## src/logic/xcs_pkg.sv

```systemverilog
`default_nettype none
package xcs_pkg;
  // Fixed I/O port decodes
  localparam logic [15:0] KBD_PORT_DATA = 16'h0060;
  localparam logic [15:0] KBD_PORT_CMD = 16'h0064;
  localparam logic [15:0] MICRO_PORT_DATA = 16'h0062;
  localparam logic [15:0] MICRO_PORT_CMD = 16'h0066;
  localparam logic [15:0] CLOCK_PORT_ADDR = 16'h0070;
  localparam logic [15:0] CLOCK_PORT_DATA = 16'h0071;
  // Clock chip strobe length in SYSCLK periods
  localparam int unsigned STROBE_SYSCLKS = 2;
  localparam logic [1:0] STROBE_COUNT = 2'h2;
  // Processor init pulse length in system clocks
  localparam logic [6:0] INIT_PULSE_CYCLES = 7'h40;
  // Register indices on the plain register port
  localparam logic [3:0] REG_DECODE_EN = 4'h0;
  localparam logic [3:0] REG_GPO_SEL = 4'h1;
  localparam logic [3:0] REG_GPO_VAL = 4'h2;
  localparam logic [3:0] REG_RANGE0_BASE = 4'h3;
  localparam logic [3:0] REG_RANGE0_MASK = 4'h4;
  localparam logic [3:0] REG_RANGE1_BASE = 4'h5;
  localparam logic [3:0] REG_RANGE1_MASK = 4'h6;
  localparam logic [3:0] REG_STATUS = 4'h7;
  // Decode enable bit positions
  localparam int EN_BOOT = 0;
  localparam int EN_KBD = 1;
  localparam int EN_CLOCK = 2;
  localparam int EN_MICRO = 3;
  localparam int EN_RANGE0 = 4;
  localparam int EN_RANGE1 = 5;
  // General output bit positions
  localparam int GPO_KBD = 0;
  localparam int GPO_STROBE = 1;
  localparam int GPO_CLOCK = 2;
  localparam int GPO_DIR = 3;
  localparam int GPO_OE = 4;
  // Reset values
  localparam logic [5:0] DECODE_EN_RESET = 6'h0f;
  localparam logic [4:0] GPO_SEL_RESET = 5'h00;
  localparam logic [4:0] GPO_VAL_RESET = 5'h1b;
  localparam logic [15:0] RANGE_RESET = 16'h0000;
  localparam logic [23:0] BOOT_BASE_DEFAULT = 24'h0e0000;
  localparam logic [23:0] BOOT_MASK_DEFAULT = 24'hfe0000;
endpackage
`default_nettype wire

```

## src/logic/xcs_sync3.sv

```systemverilog
`default_nettype none
module xcs_sync3 import xcs_pkg::*; #(
  parameter logic RESET_VAL = 1'b1
) (
  input wire logic i_clk_sys,
  input wire logic i_sys_rst,
  input wire logic i_async,
  output logic o_level,
  output logic o_fall,
  output logic o_rise
);
  logic s1;
  logic s2;
  logic s3;
  // Three stage sampler; change counts once stages two and three agree
  always_ff @(posedge i_clk_sys) begin
    if (i_sys_rst) begin
      s1 <= RESET_VAL;
      s2 <= RESET_VAL;
      s3 <= RESET_VAL;
      o_level <= RESET_VAL;
    end else begin
      s1 <= i_async;
      s2 <= s1;
      s3 <= s2;
      if (s2 == s3) begin
        o_level <= s3;
      end
    end
  end
  // Edges of the filtered level
  assign o_fall = o_level && (s2 == s3) && !s3;
  assign o_rise = !o_level && (s2 == s3) && s3;
endmodule
`default_nettype wire

```

## src/logic/xcs_range_match.sv

```systemverilog
`default_nettype none
module xcs_range_match import xcs_pkg::*; #(
  parameter int WIDTH = 16
) (
  input wire logic [WIDTH-1:0] i_addr,
  input wire logic [WIDTH-1:0] i_base,
  input wire logic [WIDTH-1:0] i_mask,
  output logic o_hit
);
  // Masked compare; mask bits set take part in the match
  assign o_hit = ((i_addr ^ i_base) & i_mask) == '0;
endmodule
`default_nettype wire

```

## src/logic/xcs_decoder.sv

```systemverilog
// The address map and strobed register access were left to the implementer.
`default_nettype none
module xcs_decoder import xcs_pkg::*; (
  input wire logic i_clk_sys,
  input wire logic i_sys_rst,
  input wire logic [19:0] i_sys_addr,
  input wire logic [23:17] i_lat_addr,
  input wire logic i_io_read_n,
  input wire logic i_io_write_n,
  input wire logic i_mem_read_n,
  input wire logic i_mem_write_n,
  input wire logic i_isa_master,
  input wire logic i_dma_active,
  input wire logic i_dma_grant_n,
  input wire logic i_dma_read,
  input wire logic i_apic_hit,
  input wire logic i_sysclk,
  input wire logic i_kbd_reset_request_n,
  input wire logic [3:0] i_reg_addr,
  input wire logic [23:0] i_reg_wdata,
  input wire logic i_reg_write,
  input wire logic i_reg_read,
  output logic [23:0] o_reg_rdata,
  output logic o_kbd_ctrl_select_n,
  output logic o_micro_ctrl_select_n,
  output logic o_prog_range0_select_n,
  output logic o_prog_range1_select_n,
  output logic o_boot_rom_select_n,
  output logic o_clock_chip_select_n,
  output logic o_clock_chip_addr_strobe,
  output logic o_xbuf_direction_n,
  output logic o_xbuf_output_enable_n,
  output logic o_cpu_init
);
  logic [5:0] decode_en;
  logic [4:0] gpo_sel;
  logic [4:0] gpo_val;
  logic [15:0] range0_base;
  logic [15:0] range0_mask;
  logic [15:0] range1_base;
  logic [15:0] range1_mask;
  logic io_cmd;
  logic io_hit_kbd;
  logic io_hit_micro;
  logic io_hit_clock;
  logic range0_hit;
  logic range1_hit;
  logic range0_sel;
  logic range1_sel;
  logic boot_hit;
  logic boot_sel;
  logic fixed_sel;
  logic iow_fall;
  logic iow_level;
  logic sysclk_rise;
  logic sysclk_level;
  logic kbd_reset_request_n_fall;
  logic kbd_reset_request_n_level;
  logic [1:0] strobe_cnt;
  logic strobe;
  logic [6:0] init_cnt;
  logic oe_isa_hold;
  logic oe_func_n;
  logic dir_func_n;
  logic isa_cmd;
  logic oe_decode;
  logic [23:0] full_addr;
  logic port_kbd;
  logic port_micro;
  logic port_clock;
  logic isa_addr_match;
  logic [4:0] pin_func;
  logic [4:0] pin_out;

  // Synchronised copies of pins from other timing domains
  xcs_sync3 #(.RESET_VAL(1'b1)) u_sync_iow (
    .i_clk_sys(i_clk_sys),
    .i_sys_rst(i_sys_rst),
    .i_async(i_io_write_n),
    .o_level(iow_level),
    .o_fall(iow_fall),
    .o_rise()
  );
  xcs_sync3 #(.RESET_VAL(1'b0)) u_sync_sysclk (
    .i_clk_sys(i_clk_sys),
    .i_sys_rst(i_sys_rst),
    .i_async(i_sysclk),
    .o_level(sysclk_level),
    .o_fall(),
    .o_rise(sysclk_rise)
  );
  xcs_sync3 #(.RESET_VAL(1'b1)) u_sync_kbd_reset_request_n (
    .i_clk_sys(i_clk_sys),
    .i_sys_rst(i_sys_rst),
    .i_async(i_kbd_reset_request_n),
    .o_level(kbd_reset_request_n_level),
    .o_fall(kbd_reset_request_n_fall),
    .o_rise()
  );

  // Fixed I/O decodes; I/O uses only the low sixteen address lines
  assign full_addr = {i_lat_addr, i_sys_addr[16:0]};
  assign io_cmd = !i_io_read_n || !i_io_write_n;
  assign port_kbd = i_sys_addr[15:0] == KBD_PORT_DATA ||
                    i_sys_addr[15:0] == KBD_PORT_CMD;
  assign port_micro = i_sys_addr[15:0] == MICRO_PORT_DATA ||
                      i_sys_addr[15:0] == MICRO_PORT_CMD;
  assign port_clock = i_sys_addr[15:0] == CLOCK_PORT_DATA;
  assign io_hit_kbd = io_cmd && port_kbd;
  assign io_hit_micro = io_cmd && port_micro;
  assign io_hit_clock = io_cmd && port_clock;

  // Programmable I/O ranges, PCI-master cycles only
  xcs_range_match #(.WIDTH(16)) u_range0 (
    .i_addr(i_sys_addr[15:0]),
    .i_base(range0_base),
    .i_mask(range0_mask),
    .o_hit(range0_hit)
  );
  xcs_range_match #(.WIDTH(16)) u_range1 (
    .i_addr(i_sys_addr[15:0]),
    .i_base(range1_base),
    .i_mask(range1_mask),
    .o_hit(range1_hit)
  );
  assign range0_sel = io_cmd && !i_isa_master && !i_dma_active &&
                      decode_en[EN_RANGE0] && range0_hit;
  assign range1_sel = io_cmd && !i_isa_master && !i_dma_active &&
                      decode_en[EN_RANGE1] && range1_hit;

  // Boot ROM memory window decode
  xcs_range_match #(.WIDTH(24)) u_boot (
    .i_addr(full_addr),
    .i_base(BOOT_BASE_DEFAULT),
    .i_mask(BOOT_MASK_DEFAULT),
    .o_hit(boot_hit)
  );
  assign boot_sel = boot_hit && decode_en[EN_BOOT] && !i_dma_active &&
                    (!i_mem_read_n || !i_mem_write_n);

  // Any enabled X-Bus device decoded
  assign fixed_sel = (io_hit_kbd && decode_en[EN_KBD]) ||
                     (io_hit_micro && decode_en[EN_MICRO]) ||
                     (io_hit_clock && decode_en[EN_CLOCK]);
  assign oe_decode = fixed_sel || boot_sel || range0_sel || range1_sel;
  assign isa_cmd = !i_io_read_n || !i_io_write_n || !i_mem_read_n || !i_mem_write_n;

  // Address-only decode; keeps an ISA-master enable alive after its command ends
  assign isa_addr_match = (port_kbd && decode_en[EN_KBD]) ||
                          (port_micro && decode_en[EN_MICRO]) ||
                          (port_clock && decode_en[EN_CLOCK]) ||
                          (boot_hit && decode_en[EN_BOOT]);

  // ISA-master enable holds until the address no longer decodes
  always_ff @(posedge i_clk_sys) begin
    if (i_sys_rst) begin
      oe_isa_hold <= 1'b0;
    end else if (!i_isa_master) begin
      oe_isa_hold <= 1'b0;
    end else if (isa_cmd && oe_decode) begin
      oe_isa_hold <= 1'b1;
    end else if (!isa_addr_match) begin
      oe_isa_hold <= 1'b0;
    end
  end
  // Output enable follows command for PCI master, address for ISA master
  assign oe_func_n = !((isa_cmd && oe_decode) ||
                       (i_isa_master && oe_isa_hold && isa_addr_match));

  // Direction: I/O reads, boot or APIC memory reads, DMA reads from X-Bus
  always_comb begin
    dir_func_n = 1'b1;
    if (!i_io_read_n) begin
      dir_func_n = 1'b0;
    end else if (!i_mem_read_n && !i_dma_active && boot_hit && decode_en[EN_BOOT]) begin
      dir_func_n = 1'b0;
    end else if (!i_mem_read_n && !i_dma_active && !i_isa_master && i_apic_hit) begin
      dir_func_n = 1'b0;
    end else if (!i_dma_grant_n && i_dma_read) begin
      dir_func_n = 1'b0;
    end
    if (range0_sel || range1_sel) begin
      dir_func_n = i_io_read_n;
    end
  end

  // Clock chip address strobe: from write fall to 70h for two SYSCLKs
  always_ff @(posedge i_clk_sys) begin
    if (i_sys_rst) begin
      strobe_cnt <= 2'h0;
      strobe <= 1'b0;
    end else if (iow_fall && i_sys_addr[15:0] == CLOCK_PORT_ADDR) begin
      strobe_cnt <= STROBE_COUNT;
      strobe <= 1'b1;
    end else if (strobe && sysclk_rise) begin
      if (strobe_cnt == 2'h1) begin
        strobe <= 1'b0;
      end
      strobe_cnt <= strobe_cnt - 2'h1;
    end
  end

  // Processor init pulse from keyboard reset request
  always_ff @(posedge i_clk_sys) begin
    if (i_sys_rst) begin
      init_cnt <= 7'h00;
    end else if (kbd_reset_request_n_fall) begin
      init_cnt <= INIT_PULSE_CYCLES;
    end else if (init_cnt != 7'h00) begin
      init_cnt <= init_cnt - 7'h01;
    end
  end
  assign o_cpu_init = init_cnt != 7'h00;

  // Per-pin general output override; bit order follows the general output positions
  assign pin_func = {oe_func_n, dir_func_n, !(io_hit_clock && decode_en[EN_CLOCK]),
                     strobe, !(io_hit_kbd && decode_en[EN_KBD])};
  generate
    for (genvar g = 0; g < 5; g++) begin : g_gpo
      assign pin_out[g] = gpo_sel[g] ? gpo_val[g] : pin_func[g];
    end
  endgenerate

  // Pin outputs, general-output override on the five general output pins only; held inactive in reset
  always_comb begin
    if (i_sys_rst) begin
      o_kbd_ctrl_select_n = 1'b1;
      o_clock_chip_select_n = 1'b1;
      o_clock_chip_addr_strobe = 1'b0;
      o_xbuf_direction_n = 1'b1;
      o_xbuf_output_enable_n = 1'b1;
      o_micro_ctrl_select_n = 1'b1;
      o_prog_range0_select_n = 1'b1;
      o_prog_range1_select_n = 1'b1;
      o_boot_rom_select_n = 1'b1;
    end else begin
      o_kbd_ctrl_select_n = pin_out[GPO_KBD];
      o_clock_chip_select_n = pin_out[GPO_CLOCK];
      o_clock_chip_addr_strobe = pin_out[GPO_STROBE];
      o_xbuf_direction_n = pin_out[GPO_DIR];
      o_xbuf_output_enable_n = pin_out[GPO_OE];
      o_micro_ctrl_select_n = !(io_hit_micro && decode_en[EN_MICRO]);
      o_prog_range0_select_n = !range0_sel;
      o_prog_range1_select_n = !range1_sel;
      o_boot_rom_select_n = !boot_sel;
    end
  end

  // Decode enable register
  always_ff @(posedge i_clk_sys) begin
    if (i_sys_rst) begin
      decode_en <= DECODE_EN_RESET;
    end else if (i_reg_write && i_reg_addr == REG_DECODE_EN) begin
      decode_en <= i_reg_wdata[5:0];
    end
  end

  // General output select register
  always_ff @(posedge i_clk_sys) begin
    if (i_sys_rst) begin
      gpo_sel <= GPO_SEL_RESET;
    end else if (i_reg_write && i_reg_addr == REG_GPO_SEL) begin
      gpo_sel <= i_reg_wdata[4:0];
    end
  end

  // General output value register
  always_ff @(posedge i_clk_sys) begin
    if (i_sys_rst) begin
      gpo_val <= GPO_VAL_RESET;
    end else if (i_reg_write && i_reg_addr == REG_GPO_VAL) begin
      gpo_val <= i_reg_wdata[4:0];
    end
  end

  // Programmable range 0 base and mask
  always_ff @(posedge i_clk_sys) begin
    if (i_sys_rst) begin
      range0_base <= RANGE_RESET;
      range0_mask <= RANGE_RESET;
    end else if (i_reg_write && i_reg_addr == REG_RANGE0_BASE) begin
      range0_base <= i_reg_wdata[15:0];
    end else if (i_reg_write && i_reg_addr == REG_RANGE0_MASK) begin
      range0_mask <= i_reg_wdata[15:0];
    end
  end

  // Programmable range 1 base and mask
  always_ff @(posedge i_clk_sys) begin
    if (i_sys_rst) begin
      range1_base <= RANGE_RESET;
      range1_mask <= RANGE_RESET;
    end else if (i_reg_write && i_reg_addr == REG_RANGE1_BASE) begin
      range1_base <= i_reg_wdata[15:0];
    end else if (i_reg_write && i_reg_addr == REG_RANGE1_MASK) begin
      range1_mask <= i_reg_wdata[15:0];
    end
  end

  // Register reads, data one cycle after the strobe; unmapped reads zero
  always_ff @(posedge i_clk_sys) begin
    if (i_sys_rst) begin
      o_reg_rdata <= 24'h000000;
    end else if (i_reg_read) begin
      case (i_reg_addr)
        REG_DECODE_EN: o_reg_rdata <= {18'h00000, decode_en};
        REG_GPO_SEL: o_reg_rdata <= {19'h00000, gpo_sel};
        REG_GPO_VAL: o_reg_rdata <= {19'h00000, gpo_val};
        REG_RANGE0_BASE: o_reg_rdata <= {8'h00, range0_base};
        REG_RANGE0_MASK: o_reg_rdata <= {8'h00, range0_mask};
        REG_RANGE1_BASE: o_reg_rdata <= {8'h00, range1_base};
        REG_RANGE1_MASK: o_reg_rdata <= {8'h00, range1_mask};
        REG_STATUS: o_reg_rdata <= {18'h00000, sysclk_level, kbd_reset_request_n_level,
                                    iow_level, o_cpu_init, strobe, oe_isa_hold};
        default: o_reg_rdata <= 24'h000000;
      endcase
    end else begin
      o_reg_rdata <= 24'h000000;
    end
  end
endmodule
`default_nettype wire

```

## config.mk

```make
export PLATFORM = sky130hd
export DESIGN_NAME = xcs_decoder
export DESIGN_NICKNAME = d
export VERILOG_FILES = /design/src/logic/xcs_pkg.sv /design/src/logic/xcs_sync3.sv /design/src/logic/xcs_range_match.sv /design/src/logic/xcs_decoder.sv
export SDC_FILE = /design/constraint.sdc
export NUM_CORES = 1
export LEC_CHECK = 0
export BUFFER_PORTS_ARGS = -buffer_cell sky130_fd_sc_hd__buf_2
export CAP_MARGIN = 15
export CORE_MARGIN = 1.5
export CORE_UTILIZATION = 50
export DETAILED_ROUTE_END_ITERATION = 8
export PLACE_DENSITY = 0.74
export SLEW_MARGIN = 40
export SYNTH_ARGS = -nofsm -noshare
export SYNTH_HDL_FRONTEND = slang
export SYNTH_SLANG_ARGS = --single-unit
```

## constraint.sdc

```tcl
create_clock -name i_clk_sys -period 3.5 [get_ports i_clk_sys]
set_input_delay 0.7 -clock i_clk_sys [delete_from_list [all_inputs] [get_ports i_clk_sys]]
set_output_delay 0.7 -clock i_clk_sys [all_outputs]
set_load 0.02 [all_outputs]
```

# After elaboration in Yosys (flattened, before gate mapping)
# Cells that the tools add are included.
dict set report totals {
  regBits 127
  latchBits 0
  ramBits 0
  romBits 0
  inputBits 70
  output_inout_bits 34
  elab_cells 174
  memories 0
}
dict set report classes {
  n_addsub 2
  mul 0
  n_div 0
  order_cmp 0
  eq_ne 18
  shift 0
  n_mux 29
  bitwise_logic 9
  n_reduce_logical 90
}
# cell n
set op_table {}
lappend op_table {{$pmux 16 s8} 1}
lappend op_table {{$eq 16x7->1 const B} 6}
lappend op_table {{$logic_and 1x1->1} 42}
lappend op_table {{$and 16x16->16} 2}
lappend op_table {{$logic_not 16->1} 2}
lappend op_table {{$xor 16x16->16} 2}
lappend op_table {{$logic_not 24->1} 1}
lappend op_table {{$mux 1} 24}
lappend op_table {{$logic_not 1->1} 17}
lappend op_table {{$eq 4x3->1 const B} 4}
lappend op_table {{$logic_or 1x1->1} 16}
lappend op_table {{$mux 7} 2}
lappend op_table {{$eq 4x2->1 const B} 2}
lappend op_table {{$reduce_or 2->1} 4}
lappend op_table {{$reduce_bool 7->1} 1}
lappend op_table {{$sub 7x1->7 const B} 1}
lappend op_table {{$reduce_and 2->1} 3}
lappend op_table {{$reduce_bool 2->1} 3}
lappend op_table {{$eq 4x1->1 const B} 1}
lappend op_table {{$logic_not 4->1} 1}
lappend op_table {{$mux 2} 2}
lappend op_table {{$not 1->1} 4}
lappend op_table {{$eq 1x1->1} 3}
lappend op_table {{$not 3->3} 1}
lappend op_table {{other kinds (3)} 3}

# Longest topological paths before layout
# Gate-level depths: netlist (run 1).
dict set report depth {
  depth_word 14
  ltp_mapped 9
  depth_no_buf 7
}

# By module
# A second synthesis (run 1) with hierarchy kept.
dict set report hier_totals {
  hier_cells 722
  hier_area_um2 5949.5
}
# module n_inst cells_each area_per_inst_um2 seq_area_each_um2
set by_module_without_submodules {}
lappend by_module_without_submodules {xcs_decoder 1 592 4792.1 2142.1}
lappend by_module_without_submodules {{xcs_range_match (u_range0 ...)} 2 27 216.5 0.0}
lappend by_module_without_submodules {{xcs_range_match (u_boot)} 1 40 329.1 0.0}
lappend by_module_without_submodules {{xcs_sync3 (u_sync_iow ...)} 2 12 132.6 80.1}
lappend by_module_without_submodules {{xcs_sync3 (u_sync_sysclk)} 1 12 130.1 80.1}

# Worst setup path before layout (run 1)
# OpenSTA, ideal clock, no wires.
dict set report synth_timing {
  kind {input port to output port}
  start {in i_sys_addr[12]}
  end {out o_xbuf_output_enable_n}
  arrival_ns 2.485
  required_ns 2.800
  setup_slack_ns 0.315
  path_stages 6
  n_path_buf 0
  cell_sequence {or4_1 > or3_4 > or3_4 > o21ai_1 > a21oi_1 > a31o_1}
}
dict set report synth_via {
  elab_chain_cells 14
  elab_cells_between_ends 38
  cone_classes {eq/ne (5); mux (2); bitwise (4); reduce/logical (27)}
}
# element line_no
set synth_rtl {}
lappend synth_rtl {{start: declaration} xcs_decoder.sv:6} ;# input wire logic [19:0] i_sys_addr,
lappend synth_rtl {{$eq 16x7->1 (on tied branches)} --}
lappend synth_rtl {{$logic_or 1x1->1 (on tied branches)} {xcs_decoder.sv:104, xcs_decoder.sv:106}}
lappend synth_rtl {{$logic_and 1x1->1 (on tied branches)} {xcs_decoder.sv:109, xcs_decoder.sv:110}}
lappend synth_rtl {{$logic_and 1x1->1 (on tied branches)} {xcs_decoder.sv:142, xcs_decoder.sv:143}}
lappend synth_rtl {{$logic_or 1x1->1} xcs_decoder.sv:142} ;# assign fixed_sel = (io_hit_kbd && decode_en[EN_KBD]) ||
lappend synth_rtl {{$logic_or 1x1->1} xcs_decoder.sv:143} ;# (io_hit_micro && decode_en[EN_MICRO]) ||
lappend synth_rtl {{$logic_or 1x1->1 (3 in a row)} xcs_decoder.sv:145} ;# assign oe_decode = fixed_sel || boot_sel || range0_sel || range1_sel;
lappend synth_rtl {{$logic_and 1x1->1} xcs_decoder.sv:167} ;# assign oe_func_n = !((isa_cmd && oe_decode) ||
lappend synth_rtl {{$logic_or 1x1->1 *} xcs_decoder.sv:167}
lappend synth_rtl {{$logic_not 1->1 *} xcs_decoder.sv:167}
lappend synth_rtl {{$mux 1 *} xcs_decoder.sv:220} ;# assign pin_out[g] = gpo_sel[g] ? gpo_val[g] : pin_func[g];
lappend synth_rtl {{$mux 1 *} xcs_decoder.sv:226} ;# if (i_sys_rst) begin
lappend synth_rtl {{end: declaration} xcs_decoder.sv:32} ;# output logic o_xbuf_output_enable_n,
# Every way passes the cells marked *; elsewhere a longest branch is shown, timed or not.

# Worst setup path in the final report (run 1)
dict set report layout_timing {
  start {in i_sys_addr[10]}
  end {out o_xbuf_output_enable_n}
}
# The elaborated chain is that of the path after synthesis.

==> reports/metrics.cfg, run 1 <==
[run_status]
outcome=complete, no violations

[die]
die_w_um=107
io_pins=104
initial_core_util=0.520
floorplan.rows=37
dieArea_mm2=0.0115
coreArea_mm2=0.0105
fp.dieH_um=107

[yosys]
synth_top_cell_by_area=dfxtp_1
yosysMostFrequentCell=nand2_1
synth.avg_cell_area_um2=8.10
ys.flop_type=dfxtp_1
netlist_instances=672
async_flop_share=0
synth-edff-count=0
ys_types=54
yosysTopAreaCellShare=0.438
netlist_area_mm2=0.00544
synth_common_cells=150 x nand2_1, 119 x dfxtp_1, 93 x a21oi_1
ys_seq_elements=119
synth_warnings=0
ys_seq_area_frac=0.438
synth_area_leaders=dfxtp_1 44%, nand2_1 10%, a21oi_1 8.6%, xor2_1 5.6%, a22oi_1 4.8%

[power]
switching_power_w=0.000946
internal-power_w=0.00269
p_seq_frac=0.398
pwr-share-comb=0.113
peakVddDrop_v=0.000342
p_leak_nw=2.66
switching_share=0.260
clockPowerShare=0.490
power_density_mw_per_mm2=547

[worst_setup_path]
r2r_slack_ps=1520
startpoint_type=input pin
crit_type=in2out
crit_chain=buf_2, or4bb_1, or3_4, or3_4, o211ai_2, a31oi_1, a31o_1, buf_6
crit_path_end_kind=output pin
crit_top_cell=or3_4
crit_fanout=3
worstPathArrival_ps=2780
cp_slowest_cell=or4bb_1
timing.rr.end=oe_isa_hold$_SDFFE_PP0P_
r2r_start=range0_base[9]$_SDFFE_PP0P_
cp_data_required_time_ps=2800
reg2reg_depth=8
max_stage_delay_ps=560

[clock_network]
cts_buffers=17
htreeDepth=4
cts_hold_buffers=0
path_clk_slew_ps=60
root_buffer=clkbuf_8
clock_latency_ps=530
clkSinkCount=119
cts_buffer_depth=2
tritoncts=done

[timing]
worst_pin_slew_ps=839
finalCritPeriodShare=0.995
drv_slew=0
relSlewSlack=0.441
setup_viol=0
timing.fmax_mhz=287
period_needed_ps=3480
hold_violations=0
skew_ps=7.29

[global_route]
grt_start_max_net_pins=61
grt_pass1_wl_um=25100
grt_overflow=0
antenna_found_initial=0
grtUsageTotal=0.286
grt_pass1_vias=4962

[placement]
place_hpwl_um=10900
gp_congestion=0.908
dpl_cell_area_mm2=0.00600
portBuffers=83
placedCellCount=870

[routing]
via_count=5216
first_pass_iters=6
drc_errors=0
drtAntennaViolNets=0
drt_iter0_drc=482
routed_wl_um=15900
wl_per_cell_um=17.6
viasPerCell=5.77

[final_layout]
nFillCells=918
antenna_cells=0
final_util=0.635
fin_cells=904
ff_latch_area_mm2=0.00238
multi_input_area_mm2=0.00284
area_growth_pct=22.2
drive_above_1_share=0.206
final_net_count=827
finish.instance_area_mm2=0.00665

[run]
maxCapViolCount=0

[min_path]
hp-class=in2reg
whs_path_depth=2
min_from=i_kbd_reset_request_n
hold_end=u_sync_kbd_reset_request_n.s1$_SDFF_PP1_

==> cells in the final DEF (no fill, tap or decap), types with 6 or more instances in the layout <==
master     synthesis  layout
inv_1             11      11
a211o_1            8       8
dfxtp_1          119     119
buf_2              0      80
nand2_1          150     150
nand3_1            6       6
buf_4              8      24
a22oi_1           35      35
mux2i_1           10      10
a21oi_1           93      93
nor2b_1           10      10
nor2_1            49      49
xor2_1            35      35
conb_1             1       8
clkbuf_16          0      16
or2_2              6       6
==> layout make-up <==
class	instances	share of cell area
clock buffer	19	0.0664
clock inverter	13	0.0254
inverter	11	0.00621
multi-input combinational	500	0.427
sequential	119	0.358
tap	136	0.0256
timing repair buffer	106	0.0907
==> critical path: cells and delay by family <==
family	cells	cell delay [ps]
AND/OR/NAND/NOR	3	1310
AO/OA/AOI/OAI	3	510
buffers and inverters	2	260
==> flip-flops by register name (all words and copies together), names as in the netlist, 2 cells and up <==
name / cells
gpo_sel: 5
gpo_val: 5
range1_base: 16
decode_en: 6
range0_base: 16
range0_mask: 16
range1_mask: 16
o_reg_rdata: 16
init_cnt: 7
strobe_cnt: 2
==> power groups by stage <==
stage	Clock, W	Combinational, W	Sequential (W)
3_3_place_gp	0	0.000385	0.00147
6_report	0.00178	0.000409	0.00145
4_1_cts	0.00179	0.000404	0.00145
3_5_place_dp	0	0.000400	0.00147
5_1_grt	0.00185	0.000456	0.00145
2_1_floorplan	0	0.000276	0.00147
==> how the worst max path moves through the flow <==
| stage | start | endpoint | slack [ps] | depth (start not counted) |
|---|---|---|---|---|
| after global placement | i_sys_addr[12] | o_xbuf_output_enable_n | 10 | 8 |
| after detailed placement | i_sys_addr[12] | o_xbuf_output_enable_n | 5 | 8 |
| after floorplan | i_sys_addr[12] | o_xbuf_output_enable_n | 320 | 6 |
| after CTS | i_sys_addr[12] | o_xbuf_output_enable_n | 2 | 8 |
| final | i_sys_addr[10] | o_xbuf_output_enable_n | 20 | 8 |
| after global routing | i_sys_addr[10] | o_xbuf_output_enable_n | -20 | 8 |
==> per-stage QoR <==
step / hold slack [ps] / total power, W / setup TNS [ps] / setup slack, ps
CTS: 351 / 0.00364 / 0 / 2.01
detailed placement: 405 / 0.00187 / 0 / 4.79
global placement: 391 / 0.00186 / 0 / 14.6
floorplan: 389 / 0.00174 / 0 / 315
global route: 354 / 0.00376 / -22.3 / -22.3
finish: 359 / 0.00364 / 0 / 16.6
==> kinds of logic (layout without fill, tap and decap cells) <==
family | Yosys count | count (layout) | share of synthesized area
other | 1 | 8 | 0.000689
flip-flops | 119 | 119 | 0.438
adder cells (fa/ha/maj) | 2 | 2 | 0.00460
multiplexers | 16 | 16 | 0.0329
XOR/XNOR | 38 | 38 | 0.0612
AND/OR/NAND/NOR | 263 | 263 | 0.215
AO/OA/AOI/OAI | 173 | 173 | 0.201
buffers and inverters | 60 | 149 | 0.0469
==> what timing repair did <==
action	in CTS	in global routing
endpoints found under the setup margin	0	2
resized for setup	0	6
buffers inserted	0	2
==> per-layer routing <==
layer,global-route usage,share of wire
met3,0.0636,0.085
met2,0.459,0.47
met1,0.375,0.42
met5,0,0
met4,0.110,0.025
Note: power is estimated with default switching activity, not from simulation.
==> run 2: changes to the inputs <==
- ABC_AREA: default -> 1
==> run 2 against run 1 <==
Against the previous run:
- first-iteration DRC count up 12%
- worst setup slack better by 570 ps
- worst hold slack better by 49 ps
- via count up 10%
- sequential power about the same
- total power up 5.9%
==> reports/metrics.cfg, run 2 <==
[yosys]
synth_fa_ha_area_frac=0.00438
async_flop_share=0
synth_top_family_by_area=simple AND/OR/NAND/NOR gates
ys_seq_area_frac=0.417
netlist_area_mm2=0.00571
synth-simple-area-share=0.256
ys.flop_type=dfxtp_1
synth-edff-count=0
ys_types=37
synth_compound_area_frac=0.204
synth_common_cells=144 x nand2_1, 119 x dfxtp_1, 109 x inv_1
yosysMostFrequentCell=nand2_1
netlist_instances=821
synth.avg_cell_area_um2=6.96
synthXorXnorAreaFrac=0.00613
synth_top_cell_by_area=dfxtp_1
synth_area_leaders=dfxtp_1 42%, nand2_1 9.5%, a21oi_1 8.2%, inv_1 7.2%, nand3_1 5.3%
yosysTopAreaCellShare=0.417
ys_seq_elements=119
muxShareOfSynthArea=0
synth_warnings=0

[routing]
via_count=5739
wl_per_cell_um=15.4
drtAntennaViolNets=0
drt_iter0_drc=538
first_pass_iters=5
routed_wl_um=16200
viasPerCell=5.46
drc_errors=0

[die]
io_pins=104
initial_core_util=0.520
fp.dieH_um=110
floorplan.rows=38
coreArea_mm2=0.0110
die_w_um=110
dieArea_mm2=0.0121

[min_path]
whs_path_depth=1
hold_end=u_sync_kbd_reset_request_n.s2$_SDFF_PP1_
min_from=u_sync_kbd_reset_request_n.s1$_SDFF_PP1_
hp-class=reg2reg

[global_route]
grt_pass1_wl_um=24900
grt_pass1_vias=4930
antenna_found_initial=0
grt_overflow=0
grt_start_max_net_pins=53
grt_busiest_layer=met2
met2_usage=0.429
use_met1=0.360
grt_use_met3=0.0753
grtUsageTotal=0.276

[worst_setup_path]
crit_fanout=5
crit_chain=buf_2, nor2_1, nand2_1, nor2_1, nand3_1, nand4_1, nand3_1, nand2_1, inv_1, nand2_1, nand2_1, buf_2
cp_data_required_time_ps=2800
reg2reg_depth=7
timing.rr.end=o_reg_rdata[2]$_SDFF_PP0_
r2r_start=init_cnt[0]$_SDFFE_PP0P_
cp_slowest_cell=nor2_1
crit_path_end_kind=output pin
r2r_slack_ps=2030
worstPathArrival_ps=2210
crit_top_cell=nand2_1
max_stage_delay_ps=330
crit_buf_inv=3
path_depth=12
startpoint_type=input pin
cp_top_family=simple AND/OR/NAND/NOR gates
crit_type=in2out

[placement]
gp_congestion=0.843
place_hpwl_um=11200
portBuffers=83
placedCellCount=1019

[final_layout]
nFillCells=994
final_net_count=970
fin_cells=1051
drive_above_1_share=0.165
antenna_cells=0
layout_commonest_cell=nand2_1
area_growth_pct=19.8
final_cell_mix=144 x nand2_1, 119 x dfxtp_1, 109 x inv_1

[clock_network]
cts_buffers=17
tritoncts=done
cts_buffer_depth=2
cts_hold_buffers=0
root_buffer=clkbuf_16
htreeDepth=4
clkSinkCount=119
clock_latency_ps=420
post-cts-setup-buffers=0
path_clk_slew_ps=60
cts_resized=0

[timing]
setup_viol=0
hold-worst-slack_ps=408
skew_ps=5.64
setup_tns_ps=0
hold_violations=0
drv_slew=0
grt_setup_unrepaired=false
timing.fmax_mhz=344
finalCritPeriodShare=0.832
worst_pin_slew_ps=808
period_needed_ps=2910
relSlewSlack=0.460

[power]
p_leak_nw=2.94
switching_power_w=0.000936
internal-power_w=0.00292
pwr-share-comb=0.104
switching_share=0.243
p_seq_frac=0.372
power_w=0.00385
peakVddDrop_v=0.000428
power_density_mw_per_mm2=563
clockPowerShare=0.524

[run_status]
outcome=complete, no violations

[run]
maxCapViolCount=0

run 2: changes by cell type after synthesis, sizes merged, moves of 6 or more:
cell	before	now
inv	11	117
mux2i	10	0
nor2	49	80
o21ai	5	79
o22ai	2	25
clkbuf	40	13
or3	6	0
nand3	6	61
buf	9	23
xor2	35	2
a211o	8	0
a221oi	2	10
nor2b	10	0
a22oi	35	0
run 2: worst register-to-register path, delay by kind of cell (launching register included):
family,cells,cell delay [ps]
flip-flops,1,320
buffers and inverters,1,60
adder cells (fa/ha/maj),1,220
AND/OR/NAND/NOR,4,530
AO/OA/AOI/OAI,1,240
run 2: cells by family (layout without fill, tap and decap cells):
| family | after synthesis | count (layout) |
|---|---|---|
| simple gates | 326 | 326 |
| compound gates | 215 | 215 |
| buf+inv | 154 | 237 |
| flops | 119 | 119 |
| xor+xnor | 4 | 4 |
| fa+ha+maj | 2 | 2 |
| other cells | 1 | 8 |
run 2: power groups by stage:
stage	combinational, W	sequential (W)	clock, W
floorplan	0.000276	0.00146	0
global placement	0.000389	0.00146	0
detailed placement	0.000395	0.00146	0
CTS	0.000398	0.00143	0.00203
global route	0.000453	0.00144	0.00208
finish	0.000400	0.00143	0.00202
run 2: how the worst max path moves through the flow:
stage	from	endpoint
after floorplan	i_sys_addr[15]	o_xbuf_output_enable_n
after global placement	i_sys_addr[10]	o_xbuf_output_enable_n
after detailed placement	i_sys_addr[10]	o_xbuf_output_enable_n
after CTS	i_sys_addr[10]	o_xbuf_output_enable_n
after global routing	i_sys_addr[15]	o_xbuf_output_enable_n
final	i_sys_addr[10]	o_xbuf_output_enable_n
run 2: area by class of cell:
| cell class | instances | area (um2) | area share |
|---|---|---|---|
| flip-flops and latches | 119 | 2380 | 0.348 |
| repair buffers | 87 | 445 | 0.0651 |
| inverters | 118 | 445 | 0.0651 |
| clock buffers | 20 | 457 | 0.0667 |
| well taps | 140 | 175 | 0.0256 |
| clock inverters | 12 | 223 | 0.0325 |
| multi-input cells | 555 | 2720 | 0.397 |
run 2: per-stage QoR:
stage / worst slack (ps) / util / instance area (um2)
global placement: 636 / 0.561 / 6160
global route: 449 / 0.623 / 6840
floorplan: 1210 / - / 5740
detailed placement: 616 / 0.561 / 6160
finish: 589 / 0.623 / 6840
CTS: 617 / 0.623 / 6840
run 2: routing by layer:
metal / wire length, um / up-vias
met5: 0 / -
met4: 342 / 0
met3: 1150 / 28
met2: 7540 / 208
met1: 7130 / 2646
li1: - / 2857
